[src/feos_defines.vh]
// constants for the flash embedded-operation host controller
`ifndef FEOS_DEFINES_VH
`define FEOS_DEFINES_VH

`define FEOS_CLK_NS          10
`define FEOS_T_WE_LOW_NS     65
`define FEOS_T_WE_HIGH_NS    35
`define FEOS_T_ACCESS_NS     120
`define FEOS_T_RESET_LOW_NS  500
`define FEOS_T_RESET_HIGH_NS 50
`define FEOS_T_BUSY_NS       90
`define FEOS_WE_LOW_CYC   ((`FEOS_T_WE_LOW_NS + `FEOS_CLK_NS - 1) / `FEOS_CLK_NS)
`define FEOS_WE_HIGH_CYC  ((`FEOS_T_WE_HIGH_NS + `FEOS_CLK_NS - 1) / `FEOS_CLK_NS)
`define FEOS_ACCESS_CYC   ((`FEOS_T_ACCESS_NS + `FEOS_CLK_NS - 1) / `FEOS_CLK_NS)
`define FEOS_RST_LOW_CYC  ((`FEOS_T_RESET_LOW_NS + `FEOS_CLK_NS - 1) / `FEOS_CLK_NS)
`define FEOS_RST_HIGH_CYC ((`FEOS_T_RESET_HIGH_NS + `FEOS_CLK_NS - 1) / `FEOS_CLK_NS)
`define FEOS_BUSY_CYC     ((`FEOS_T_BUSY_NS + `FEOS_CLK_NS - 1) / `FEOS_CLK_NS)

`define FEOS_REG_CTRL      8'h00
`define FEOS_REG_STATUS    8'h04
`define FEOS_REG_POLL_ADDR 8'h08
`define FEOS_REG_SEQ_BASE  8'h20
`define FEOS_REG_SEQ_END   8'h50

`define FEOS_CTRL_COUNT_LSB  0
`define FEOS_CTRL_OP_LSB     4
`define FEOS_CTRL_METHOD_LSB 6
`define FEOS_CTRL_RESET      8
`define FEOS_CTRL_START      31

`define FEOS_OP_READ   2'h0
`define FEOS_OP_PROG   2'h1
`define FEOS_OP_SERASE 2'h2
`define FEOS_OP_CERASE 2'h3

`define FEOS_PM_DATA   2'h0
`define FEOS_PM_TOGGLE 2'h1
`define FEOS_PM_PIN    2'h2

`define FEOS_ERASE_CYCLES 3'h6
`define FEOS_MAX_CYCLES   3'h6
`define FEOS_BIT_POLL     7
`define FEOS_BIT_TOGGLE   6
`define FEOS_BIT_TLIMIT   5
`define FEOS_ERASED_BIT   1'b1
`define FEOS_PROTECTED    8'h01

`endif

[src/feos_bus_cycle.v]
// one write or read cycle on the flash parallel pins
`timescale 1ns/10ps
`default_nettype none
`include "feos_defines.vh"
module feos_bus_cycle
(
    input  wire        clk_i,
    input  wire        rst_i,
    input  wire        start_i,
    input  wire        write_i,
    input  wire [19:0] addr_i,
    input  wire [7:0]  wdata_i,
    input  wire [7:0]  data_i,
    output reg         done_o,
    output reg  [7:0]  rdata_o,
    output reg  [19:0] addr_o,
    output reg  [7:0]  data_o,
    output reg         data_oe_o,
    output reg         ce_n_o,
    output reg         oe_n_o,
    output reg         we_n_o
);
    localparam S_IDLE    = 4'h1;
    localparam S_SETUP   = 4'h2;
    localparam S_STROBE  = 4'h4;
    localparam S_RECOVER = 4'h8;

    reg [3:0] state;
    reg [7:0] cnt;
    reg       is_write;

    always @(posedge clk_i)
    begin
        if (rst_i)
        begin
            state     <= S_IDLE;
            cnt       <= 8'h00;
            is_write  <= 1'b0;
            done_o    <= 1'b0;
            rdata_o   <= 8'h00;
            addr_o    <= 20'h00000;
            data_o    <= 8'h00;
            data_oe_o <= 1'b0;
            ce_n_o    <= 1'b1;
            oe_n_o    <= 1'b1;
            we_n_o    <= 1'b1;
        end
        else
        begin
            done_o <= 1'b0;
            case (state)
            S_IDLE:
                if (start_i)
                begin
                    addr_o   <= addr_i;
                    data_o   <= wdata_i;
                    is_write <= write_i;
                    ce_n_o   <= 1'b0;
                    state    <= S_SETUP;
                end
            S_SETUP:
            begin
                we_n_o    <= ~is_write;
                data_oe_o <= is_write;
                oe_n_o    <= is_write;
                cnt       <= 8'h00;
                state     <= S_STROBE;
            end
            S_STROBE:
            begin
                cnt <= cnt + 8'h01;
                if ((is_write && cnt == `FEOS_WE_LOW_CYC - 1) ||
                    (!is_write && cnt == `FEOS_ACCESS_CYC - 1))
                begin
                    we_n_o <= 1'b1;
                    oe_n_o <= 1'b1;
                    if (!is_write)
                        rdata_o <= data_i;
                    cnt   <= 8'h00;
                    state <= S_RECOVER;
                end
            end
            S_RECOVER:
            begin
                ce_n_o    <= 1'b1;
                data_oe_o <= 1'b0;
                cnt       <= cnt + 8'h01;
                if (cnt == `FEOS_WE_HIGH_CYC - 1)
                begin
                    done_o <= 1'b1;
                    state  <= S_IDLE;
                end
            end
            default:
                state <= S_IDLE;
            endcase
        end
    end
endmodule
`default_nettype wire

[src/feos_flash_host.v]
// flash host controller: register port, command sequencer, polling
`timescale 1ns/10ps
`default_nettype none
`include "feos_defines.vh"
// Overview of operation
// - after time-limit flag, reread data-poll bit
// - poll at byte, sector or any address
// - after time-limit flag, reread toggle bit
// - erases take six write cycles, then start
module feos_flash_host
(
    input  wire        REF_CLK_I,
    input  wire        SYS_RST_I,
    input  wire [7:0]  AVS_ADDRESS_I,
    input  wire        AVS_READ_I,
    input  wire        AVS_WRITE_I,
    input  wire [31:0] AVS_WRITEDATA_I,
    output reg  [31:0] AVS_READDATA_O,
    output wire        AVS_WAITREQUEST_O,
    output wire [19:0] FLASH_ADDR_O,
    input  wire [7:0]  FLASH_DATA_I,
    output wire [7:0]  FLASH_DATA_O,
    output wire        FLASH_DATA_OE_O,
    output wire        FLASH_CE_N_O,
    output wire        FLASH_OE_N_O,
    output wire        FLASH_WE_N_O,
    output wire        FLASH_RESET_N_O,
    input  wire        FLASH_READY_I
);
    localparam S_IDLE      = 9'h001;
    localparam S_RST_LOW   = 9'h002;
    localparam S_RST_HIGH  = 9'h004;
    localparam S_WRITE     = 9'h008;
    localparam S_WAIT_BUSY = 9'h010;
    localparam S_PIN_WAIT  = 9'h020;
    localparam S_POLL_A    = 9'h040;
    localparam S_POLL_B    = 9'h080;
    localparam S_EVAL      = 9'h100;

    reg [2:0]  ctrl_count;
    reg [1:0]  ctrl_op;
    reg [1:0]  ctrl_method;
    reg [19:0] poll_address;
    reg [19:0] program_target_address [0:5];
    reg [7:0]  program_target_data [0:5];
    reg        ack;
    reg [8:0]  state;
    reg [7:0]  cnt;
    reg [2:0]  idx;
    reg        cyc_go;
    reg        cyc_wait;
    reg        recheck;
    reg        final_read;
    reg [7:0]  rd_first;
    reg [7:0]  rd_second;
    reg [7:0]  last_data;
    reg        reset_n;
    reg        flag_done;
    reg        flag_fail;
    reg        flag_refused;
    reg        flag_recheck;
    reg [31:0] next_readdata;

    wire       cyc_done;
    wire [7:0] cyc_rdata;
    wire       complete;
    wire       time_limit_flag_bit;
    wire [2:0] last_idx = ctrl_count - 3'h1;
    wire       expect_bit;
    wire       idle = (state == S_IDLE);

    function feos_seq_hit;
        input [7:0] a;
        begin
            feos_seq_hit = (a >= `FEOS_REG_SEQ_BASE) &&
                           (a < `FEOS_REG_SEQ_END);
        end
    endfunction

    function [2:0] feos_seq_index;
        input [7:0] a;
        reg   [7:0] off;
        begin
            off = a - `FEOS_REG_SEQ_BASE;
            feos_seq_index = off[5:3];
        end
    endfunction

    // avalon slave: one wait cycle, then answer
    wire       req      = AVS_READ_I | AVS_WRITE_I;
    wire       wr_take  = AVS_WRITE_I & ack;
    wire       ctrl_wr  = wr_take && (AVS_ADDRESS_I == `FEOS_REG_CTRL);
    wire [2:0] new_count = AVS_WRITEDATA_I[`FEOS_CTRL_COUNT_LSB +: 3];
    wire [1:0] new_op    = AVS_WRITEDATA_I[`FEOS_CTRL_OP_LSB +: 2];
    wire [1:0] new_meth  = AVS_WRITEDATA_I[`FEOS_CTRL_METHOD_LSB +: 2];
    wire       want_rst  = AVS_WRITEDATA_I[`FEOS_CTRL_RESET];
    wire       want_go   = AVS_WRITEDATA_I[`FEOS_CTRL_START];
    wire       bad_seq   = (new_op == `FEOS_OP_SERASE ||
                            new_op == `FEOS_OP_CERASE) ?
                           (new_count != `FEOS_ERASE_CYCLES) :
                           (new_op != `FEOS_OP_READ &&
                            (new_count == 3'h0 ||
                             new_count > `FEOS_MAX_CYCLES));
    wire       cmd_reset = ctrl_wr && idle && want_rst;
    wire       cmd_start = ctrl_wr && idle && !want_rst && want_go &&
                           !bad_seq;
    wire       cmd_bad   = ctrl_wr && (want_rst || want_go) &&
                           (!idle || (!want_rst && bad_seq));

    assign AVS_WAITREQUEST_O = req & ~ack;

    always @*
    begin
        next_readdata = 32'h00000000;
        if (AVS_ADDRESS_I == `FEOS_REG_CTRL)
        begin
            next_readdata[`FEOS_CTRL_COUNT_LSB +: 3]  = ctrl_count;
            next_readdata[`FEOS_CTRL_OP_LSB +: 2]     = ctrl_op;
            next_readdata[`FEOS_CTRL_METHOD_LSB +: 2] = ctrl_method;
        end
        else if (AVS_ADDRESS_I == `FEOS_REG_STATUS)
        begin
            next_readdata[0]    = ~idle;
            next_readdata[1]    = flag_done;
            next_readdata[2]    = flag_fail;
            next_readdata[3]    = flag_refused;
            next_readdata[4]    = FLASH_READY_I;
            next_readdata[5]    = flag_recheck;
            next_readdata[15:8] = last_data;
            next_readdata[16]   = (last_data == `FEOS_PROTECTED);
        end
        else if (AVS_ADDRESS_I == `FEOS_REG_POLL_ADDR)
            next_readdata[19:0] = poll_address;
        else if (feos_seq_hit(AVS_ADDRESS_I))
        begin
            if (AVS_ADDRESS_I[2])
                next_readdata[7:0] =
                    program_target_data[feos_seq_index(AVS_ADDRESS_I)];
            else
                next_readdata[19:0] =
                    program_target_address[feos_seq_index(AVS_ADDRESS_I)];
        end
    end

    always @(posedge REF_CLK_I)
    begin
        if (SYS_RST_I)
        begin
            ack            <= 1'b0;
            AVS_READDATA_O <= 32'h00000000;
            ctrl_count     <= 3'h0;
            ctrl_op        <= `FEOS_OP_READ;
            ctrl_method    <= `FEOS_PM_DATA;
            poll_address   <= 20'h00000;
        end
        else
        begin
            ack <= req & ~ack;
            if (req & ~ack)
                AVS_READDATA_O <= next_readdata;
            if (cmd_start)
            begin
                ctrl_count  <= new_count;
                ctrl_op     <= new_op;
                ctrl_method <= new_meth;
            end
            if (wr_take && idle &&
                AVS_ADDRESS_I == `FEOS_REG_POLL_ADDR)
                poll_address <= AVS_WRITEDATA_I[19:0];
        end
    end

    genvar gi;
    generate
        for (gi = 0; gi < 6; gi = gi + 1)
        begin : g_seq
            always @(posedge REF_CLK_I)
            begin
                if (SYS_RST_I)
                begin
                    program_target_address[gi] <= 20'h00000;
                    program_target_data[gi]    <= 8'h00;
                end
                else if (wr_take && idle &&
                         feos_seq_hit(AVS_ADDRESS_I) &&
                         feos_seq_index(AVS_ADDRESS_I) == gi)
                begin
                    if (AVS_ADDRESS_I[2])
                        program_target_data[gi] <= AVS_WRITEDATA_I[7:0];
                    else
                        program_target_address[gi] <=
                            AVS_WRITEDATA_I[19:0];
                end
            end
        end
    endgenerate

    // program expects true bit 7 of data; erase expects erased bit
    assign expect_bit = (ctrl_op == `FEOS_OP_PROG) ?
                        program_target_data[last_idx][`FEOS_BIT_POLL] :
                        `FEOS_ERASED_BIT;
    assign FLASH_RESET_N_O = reset_n;

    feos_bus_cycle u_cycle
    (
        .clk_i     (REF_CLK_I),
        .rst_i     (SYS_RST_I),
        .start_i   (cyc_go),
        .write_i   (state == S_WRITE),
        .addr_i    ((state == S_WRITE) ? program_target_address[idx] :
                    poll_address),
        .wdata_i   (program_target_data[idx]),
        .data_i    (FLASH_DATA_I),
        .done_o    (cyc_done),
        .rdata_o   (cyc_rdata),
        .addr_o    (FLASH_ADDR_O),
        .data_o    (FLASH_DATA_O),
        .data_oe_o (FLASH_DATA_OE_O),
        .ce_n_o    (FLASH_CE_N_O),
        .oe_n_o    (FLASH_OE_N_O),
        .we_n_o    (FLASH_WE_N_O)
    );

    feos_poll_eval u_eval
    (
        .method_i   (ctrl_method),
        .expect_i   (expect_bit),
        .first_i    (rd_first),
        .second_i   (rd_second),
        .complete_o (complete),
        .limit_o    (time_limit_flag_bit)
    );

    always @(posedge REF_CLK_I)
    begin
        if (SYS_RST_I)
        begin
            state        <= S_RST_LOW;
            cnt          <= 8'h00;
            idx          <= 3'h0;
            cyc_go       <= 1'b0;
            cyc_wait     <= 1'b0;
            recheck      <= 1'b0;
            final_read   <= 1'b0;
            rd_first     <= 8'h00;
            rd_second    <= 8'h00;
            last_data    <= 8'h00;
            reset_n      <= 1'b0;
            flag_done    <= 1'b0;
            flag_fail    <= 1'b0;
            flag_refused <= 1'b0;
            flag_recheck <= 1'b0;
        end
        else
        begin
            cyc_go <= 1'b0;
            if (cyc_done)
                cyc_wait <= 1'b0;
            if (cmd_bad)
                flag_refused <= 1'b1;
            case (state)
            S_IDLE:
                if (cmd_reset)
                begin
                    reset_n <= 1'b0;
                    cnt     <= 8'h00;
                    state   <= S_RST_LOW;
                end
                else if (cmd_start)
                begin
                    flag_done    <= 1'b0;
                    flag_fail    <= 1'b0;
                    flag_refused <= 1'b0;
                    flag_recheck <= 1'b0;
                    recheck      <= 1'b0;
                    idx          <= 3'h0;
                    final_read   <= (new_op == `FEOS_OP_READ);
                    state        <= (new_op == `FEOS_OP_READ) ?
                                    S_POLL_B : S_WRITE;
                    cyc_go       <= 1'b1;
                    cyc_wait     <= 1'b1;
                end
            S_RST_LOW:
            begin
                cnt <= cnt + 8'h01;
                if (cnt == `FEOS_RST_LOW_CYC - 1)
                begin
                    reset_n <= 1'b1;
                    cnt     <= 8'h00;
                    state   <= S_RST_HIGH;
                end
            end
            S_RST_HIGH:
            begin
                cnt <= cnt + 8'h01;
                if (cnt == `FEOS_RST_HIGH_CYC - 1)
                    state <= S_IDLE;
            end
            S_WRITE:
                if (!cyc_wait && !cyc_go)
                begin
                    if (idx == last_idx)
                    begin
                        cnt   <= 8'h00;
                        state <= S_WAIT_BUSY;
                    end
                    else
                    begin
                        idx      <= idx + 3'h1;
                        cyc_go   <= 1'b1;
                        cyc_wait <= 1'b1;
                    end
                end
            S_WAIT_BUSY:
            begin
                // ready/busy and status are not trusted before this
                cnt <= cnt + 8'h01;
                if (cnt == `FEOS_BUSY_CYC - 1)
                begin
                    if (ctrl_method == `FEOS_PM_PIN)
                        state <= S_PIN_WAIT;
                    else
                    begin
                        state    <= (ctrl_method == `FEOS_PM_TOGGLE) ?
                                    S_POLL_A : S_POLL_B;
                        cyc_go   <= 1'b1;
                        cyc_wait <= 1'b1;
                    end
                end
            end
            S_PIN_WAIT:
                if (FLASH_READY_I)
                begin
                    final_read <= 1'b1;
                    state      <= S_POLL_B;
                    cyc_go     <= 1'b1;
                    cyc_wait   <= 1'b1;
                end
            S_POLL_A:
                if (!cyc_wait && !cyc_go)
                begin
                    rd_first <= cyc_rdata;
                    state    <= S_POLL_B;
                    cyc_go   <= 1'b1;
                    cyc_wait <= 1'b1;
                end
            S_POLL_B:
                if (!cyc_wait && !cyc_go)
                begin
                    rd_second <= cyc_rdata;
                    if (final_read)
                    begin
                        last_data <= cyc_rdata;
                        flag_done <= 1'b1;
                        state     <= S_IDLE;
                    end
                    else
                        state <= S_EVAL;
                end
            S_EVAL:
            begin
                last_data <= rd_second;
                if (complete)
                begin
                    flag_done <= 1'b1;
                    state     <= S_IDLE;
                end
                else if (time_limit_flag_bit && recheck)
                begin
                    flag_fail <= 1'b1;
                    flag_done <= 1'b1;
                    reset_n   <= 1'b0;
                    cnt       <= 8'h00;
                    state     <= S_RST_LOW;
                end
                else
                begin
                    if (time_limit_flag_bit)
                    begin
                        recheck      <= 1'b1;
                        flag_recheck <= 1'b1;
                    end
                    state    <= (ctrl_method == `FEOS_PM_TOGGLE) ?
                                S_POLL_A : S_POLL_B;
                    cyc_go   <= 1'b1;
                    cyc_wait <= 1'b1;
                end
            end
            default:
                state <= S_IDLE;
            endcase
        end
    end
endmodule
`default_nettype wire

[src/feos_poll_eval.v]
// judges completion and time-limit from status reads
`timescale 1ns/10ps
`default_nettype none
`include "feos_defines.vh"
module feos_poll_eval
(
    input  wire [1:0] method_i,
    input  wire       expect_i,
    input  wire [7:0] first_i,
    input  wire [7:0] second_i,
    output reg        complete_o,
    output wire       limit_o
);
    assign limit_o = second_i[`FEOS_BIT_TLIMIT];

    always @*
    begin
        if (method_i == `FEOS_PM_TOGGLE)
            complete_o = (first_i[`FEOS_BIT_TOGGLE] ==
                          second_i[`FEOS_BIT_TOGGLE]);
        else
            complete_o = (second_i[`FEOS_BIT_POLL] == expect_i);
    end
endmodule
`default_nettype wire

[config.mk]
export PLATFORM = sky130hd
export DESIGN_NAME = feos_flash_host
export DESIGN_NICKNAME = d
export VERILOG_FILES = /design/src/feos_bus_cycle.v /design/src/feos_flash_host.v /design/src/feos_poll_eval.v
export VERILOG_INCLUDE_DIRS = /design/src
export SDC_FILE = /design/constraint.sdc
export NUM_CORES = 1
export LEC_CHECK = 0
export BUFFER_PORTS_ARGS = -buffer_cell sky130_fd_sc_hd__buf_2
export CAP_MARGIN = 30
export CORE_UTILIZATION = 50
export DETAILED_ROUTE_END_ITERATION = 8
export GPL_ROUTABILITY_DRIVEN = 0
export PLACE_DENSITY = 0.66
export REMOVE_ABC_BUFFERS = 1
export SYNTH_ARGS = -nofsm -noshare
export SYNTH_HDL_FRONTEND = slang
export SYNTH_SLANG_ARGS = --single-unit
[constraint.sdc]
create_clock -name REF_CLK_I -period 11.15 [get_ports REF_CLK_I]
set_input_delay 0.5575 -clock REF_CLK_I [delete_from_list [all_inputs] [get_ports REF_CLK_I]]
set_output_delay 0.5575 -clock REF_CLK_I [all_outputs]
set_load 0.02 [all_outputs]
==> After elaboration in Yosys (flattened, before gate mapping) <==
Memory sizes are Yosys's and may differ from the RTL's. A register that Yosys moved wholly into a read port is not among the register bits.
Index checks and enable logic that the tools add are counted.
{ "totals": {"reg_bits": 145, "latchBits": 0, "ram_bits": 168, "rom_bits": 0, "input_bits": 53, "output_inout_bits": 66, "elab_cells": 350, "n_memories": 2} }
{ "op_classes": {"addsub": 5, "n_mul": 0, "div_mod_pow": 0, "n_lt_le_gt_ge": 3, "n_eq_ne": 58, "shifts": 0, "n_mux": 164, "bitwise_logic": 19, "reduce_logical": 69} }
{ "memory_table": {"columns": ["memory", "words", "word_bits", "read_ports", "rd_ports_with_merged_regs", "wr", "line", "source"], "rows": [
  ["program_target_address", 6, 20, 2, 1, 6, "feos_flash_host.v:44", "reg [19:0] program_target_address [0:5];"],
  ["program_target_data", 6, 8, 3, 1, 6, "feos_flash_host.v:45", "reg [7:0] program_target_data [0:5];"]
]} }
{ "op_table": {"columns": ["operator", "count"], "rows": [
  ["two-way mux 20 bit", 9],
  ["two-way mux 8 bit", 21],
  ["two-way mux 9 bit", 12],
  ["two-way mux 1 bit", 89],
  ["case mux 9 bit (9 select lines)", 1],
  ["case mux 8 bit (5 select lines)", 1],
  ["inequality test 2 bit, second input constant", 16],
  ["equality test 8 x 3 -> 1 bit, second input constant", 3],
  ["equality test 8 x 4 -> 1 bit, second input constant", 3],
  ["logical AND 1 bit", 24],
  ["two-way mux 12 bit", 2],
  ["two-way mux 3 bit", 8],
  ["case mux 8 bit (3 select lines)", 1],
  ["AND reduction 6 bit", 3],
  ["adder 8 x 1 -> 8 bit, second input constant", 2],
  ["two-way mux 4 bit", 4],
  ["case mux 4 bit (4 select lines)", 1],
  ["case mux 8 bit (2 select lines)", 1],
  ["nonzero test 2 bit", 8],
  ["AND reduction 5 bit", 3],
  ["case mux 1 bit (2 select lines)", 7],
  ["OR 1 bit", 13],
  ["case mux 1 bit (6 select lines)", 2],
  ["AND reduction 2 bit", 5],
  ["49 further kinds", 79]
]} }

==> Longest topological paths before layout <==
{ "logic_depth": {"word_depth": 11, "mapped_depth": 10, "ltp_nobuf": 9} }

==> Hierarchy <==
Synthesis repeated with hierarchy kept, for this count alone.
{ "hier_totals": {"cells_unflattened": 1677, "area_unflattened_um2": 16763.6} }
{ "by_module_without_submodules": {"columns": ["module", "n_inst", "cells_each", "area_each_um2", "seq_area_each_um2"], "rows": [
  ["feos_flash_host", 1, 1416, 14564.0, 7106.8],
  ["feos_bus_cycle", 1, 256, 2150.8, 1081.0],
  ["feos_poll_eval", 1, 5, 48.8, 0.0]
]} }

==> Worst setup path after synthesis <==
No wires, ideal clock.
{ "synth_path": {"kind": "register -> register", "startpoint": "reg state[3]", "endpoint": "mem program_target_address[1][0], enable pin", "setup_ns": 0.425, "t_arrival_ns": 3.175, "required_time_ns": 10.725, "path_slack_ns": 7.550, "stages_incl_launch_ff": 7, "path_buffers": 1, "period_less_slack_ns": 3.600, "cell_sequence": "dfxtp_1 -> or4_1 -> buf_2 -> or3_4 -> nor2_4 -> nand3_1 -> o21ai_0"} }
{ "synth_lines": {"columns": ["item", "line", "source"], "rows": [
  ["start, declared", "feos_flash_host.v:47", "reg [8:0] state;"],
  ["start signal, assigned", "feos_flash_host.v:278", "state <= (new_op == `FEOS_OP_READ) ?"],
  ["start signal, assigned", "feos_flash_host.v:324", "state <= (ctrl_method == `FEOS_PM_TOGGLE) ?"],
  ["start signal, assigned", "feos_flash_host.v:383", "state <= (ctrl_method == `FEOS_PM_TOGGLE) ?"],
  ["end, declared", "feos_flash_host.v:44", null]
]} }

==> Worst setup path in the final report <==
{ "layout_path": {"startpoint": "in AVS_ADDRESS_I[5]", "endpoint": "reg poll_address[16]"} }
{ "layout_via": {"elab_chain_len": 2} }
{ "layout_rtl": {"columns": ["item", "line", "source"], "rows": [
  ["start, declared", "feos_flash_host.v:14", "input wire [7:0] AVS_ADDRESS_I,"],
  ["equality test 8 x 4 -> 1 bit (no line)", null, null],
  ["logical AND 1 bit (no line)", null, null],
  ["end signal, assigned", "feos_flash_host.v:169", "poll_address <= AVS_WRITEDATA_I[19:0];"],
  ["end, declared", "feos_flash_host.v:43", "reg [19:0] poll_address;"]
]} }
Every way passes these cells.
A chain may end at the register's enable or synchronous reset.

==> reports/metrics.yaml <==
start_kind: "input pin"
syn_inst: 1492
cts.clk_slew.worst_paths_ns: 0.06
wire_per_inst_um: 21.8
die_area_mm2: 0.0327
num_antenna_cells: 0
vias: 12066
syn_avg_cell_area_um2: 10.7
intPower_mw: 2.05
hold_path.class: "in -> reg"
status: "finished clean"
fin_skew_ns: 0.0140
first_pass_iters: 7
multi_input_area_mm2: 0.00740
ys_ff_latch: 318
synthArstFlopShare_pct: 0
drv_slew: 0
clock.fmax_mhz: 275
core_area_mm2: 0.0315
detail-route-antenna-nets: 0
ios: 119
cts_made_buffers: 36
cts_sinks: 318
synth_area_leader_cell: "edfxtp_1"
finalSetupTns_ns: 0
yosysSeqAreaShare_pct: 50.4
drcViolationCount: 0
clockPowerShare_pct: 43.3
end_kind: "register"
antenna_found_initial: 0
regArea_mm2: 0.00805
dp_hpwl_mm: 27.3
grt_use_total_pct: 26.5
p_leak_nw: 6.44
clock-root-buffer: "clkbuf_16"
timing.rr.start: "state[3]"
synth_warnings: 0
ir_worst_vdd_uv: 84.3
final_hold_viol_count: 0
max_cap_viol_count: 0
ys_types: 75
initial_core_util_pct: 50.8
crit_path_start: "AVS_ADDRESS_I[5]"
clockBufferDepth: 3
critPathKind: "in -> reg"
met2_usage_pct: 45.3
fin_crit_sh_pct: 32.6
min_from: "FLASH_DATA_I[2]"
switchingPower_mw: 0.660
period_minus_slack_ns: 3.64
busiest_layer: "met2"
area_delta_synth_final_pct: 12.4
netlist_area_mm2: 0.0160
htree_num_levels: 2
clk_latency_ns: 0.52
use_met1_pct: 33.7
cp_max_fo: 46
ys.flop_type: "edfxtp_1"
grt_util_met3_pct: 4.25
comb_power_share_pct: 9.3
drt_iter0_drc: 1300
worst_ep_required_time_ns: 11.51
grt_pass1_vias: 11865
fill_cells: 2703
rows: 65
viasPerCell: 6.11
synth_commonest_cells: "and2_1 (171), edfxtp_1 (168), nor2_1 (154)"
hold_buffers: 0
grt.overflow.total: 0
synth-edff-count: 168
p_seq_share_pct: 47.4
grt_max_degree: 79
tightest_slew_ns: 1.10
port_buffers: 95
cts_tree: "done"
die_height_um: 181
drive_gt1_share_pct: 17.4
rsz0062_at_grt: "false"
setup_viol: 0
cts_setup_buffers: 0
synth_most_common_cell: "and2_1"
ys_top_cells_by_area: "edfxtp_1 (32%), dfxtp_1 (19%), mux4_2 (9.2%), and2_1 (6.7%), mux2i_1 (4.0%)"
grt_pass1_wl_mm: 66.7
worstPathArrival_ns: 4.00
fin_util_pct: 57.0
power_density_mw_per_mm2: 151
nNetsFinal: 1608
wirelength_mm: 43.0
yosys.area.top_type_share_pct: 31.6
maxSlewHeadroom_pct: 26.6
swShare_pct: 24.4
die_x_um: 181
cts-resized-gates: 0
## worst max-delay path: stages
cell,delay [ns]
buf_2,0.09
buf_4,0.27
or4_4,0.63
nor3_1,0.17
buf_4,0.20
and2_1,0.76
nand2_1,0.89
nand2_1,0.30
a21oi_1,0.09
## flip-flops by register name, indices dropped and copies added (netlist names), 2 cells and up, named ones only
| register | count |
|---|---|
| poll_address | 20 |
| last_data | 8 |
| u_cycle.cnt | 8 |
| cnt | 8 |
| program_target_data | 48 |
| AVS_READDATA_O | 20 |
| idx | 3 |
| u_cycle.data_o | 8 |
| u_cycle.rdata_o | 8 |
| ctrl_method | 2 |
| u_cycle.addr_o | 20 |
| rd_second | 8 |
| program_target_address | 120 |
| u_cycle.state | 4 |
| ctrl_op | 2 |
| state | 9 |
| ctrl_count | 3 |
## power groups by stage
stage          Combinational (mW)  Clock [mW]  Sequential (mW)
2_1_floorplan               0.149           0             1.31
5_1_grt                     0.273        1.23             1.29
3_3_place_gp                0.246           0             1.31
4_1_cts                     0.251        1.19             1.28
6_report                    0.252        1.17             1.28
3_5_place_dp                0.250           0             1.31
## cells in the final DEF, fill, tap and decap left out, types with 10 or more instances in the layout
cell type / n
nor2_1: 154
o211ai_1: 13
and3_1: 16
and2_1: 171
nand3_1: 16
nor3_1: 42
o21ai_0: 31
xnor2_1: 12
mux2i_1: 64
dfxtp_1: 149
inv_1: 17
mux4_2: 65
ha_1: 10
buf_4: 28
clkbuf_16: 38
nand2_1: 149
edfxtp_1: 168
a21oi_1: 66
clkinv_2: 11
conb_1: 12
a211oi_1: 56
buf_2: 93
nand4_1: 11
## per-stage QoR
| step | power, mW | cells | setup WS (ns) | hold slack [ns] | instance area (um2) |
|---|---|---|---|---|---|
| 6_report | 2.71 | 1975 | 7.51 | 0.280 | 18000 |
| 5_1_grt | 2.79 | 1975 | 7.42 | 0.282 | 18000 |
| 4_1_cts | 2.72 | 1975 | 7.67 | 0.267 | 18000 |
| 3_5_place_dp | 1.56 | 1909 | 7.14 | 0.445 | 16800 |
| 3_3_place_gp | 1.55 | 1904 | 7.14 | 0.440 | 16700 |
| 2_1_floorplan | 1.46 | 1382 | 7.51 | 0.422 | 15500 |
## cell families (layout without fill, tap and decap cells)
family / Yosys count / count (layout) / share of synthesized area, %
AOI/OAI and AO/OA: 239 / 239 / 10.1
xor gates and xnor gates: 22 / 22 / 1.30
adders and majority gates: 10 / 10 / 0.783
buffers and inverters: 139 / 209 / 3.81
DFF: 318 / 318 / 50.4
muxes: 130 / 130 / 13.2
other: 1 / 12 / 0.0235
and+or+nand+nor: 633 / 633 / 20.3
## final cells by class
type                    instances  share of cell area [%]
repair buffers                125                    4.20
multi-input cells            1046                    41.2
inverters                      18                   0.376
clock inverters                20                   0.857
clock buffers                  46                    5.69
flip-flops and latches        318                    44.8
well taps                     402                    2.80
## metal layers
layer  part of all wire (%)  wire, um  vias to the layer above
met5                      0         0                        -
met3                    7.4      3190                      110
met1                     40     17300                     5892
li1                       -         -                     5536
met2                     49     21000                      528
met4                    3.3      1420                        0
## final timing paths
| kind | endpoint | slack, ns | cells past startpoint |
|---|---|---|---|
| worst max-delay path | poll_address[16] | 7.51 | 9 |
| worst min-delay path | u_cycle.rdata_o[2] | 0.28 | 3 |
| worst max register to register | state[0] | 7.65 | 7 |
| worst min register to register | u_cycle.data_o[4] | 0.45 | 2 |
No activity file was read; power rests on OpenSTA's default activity.
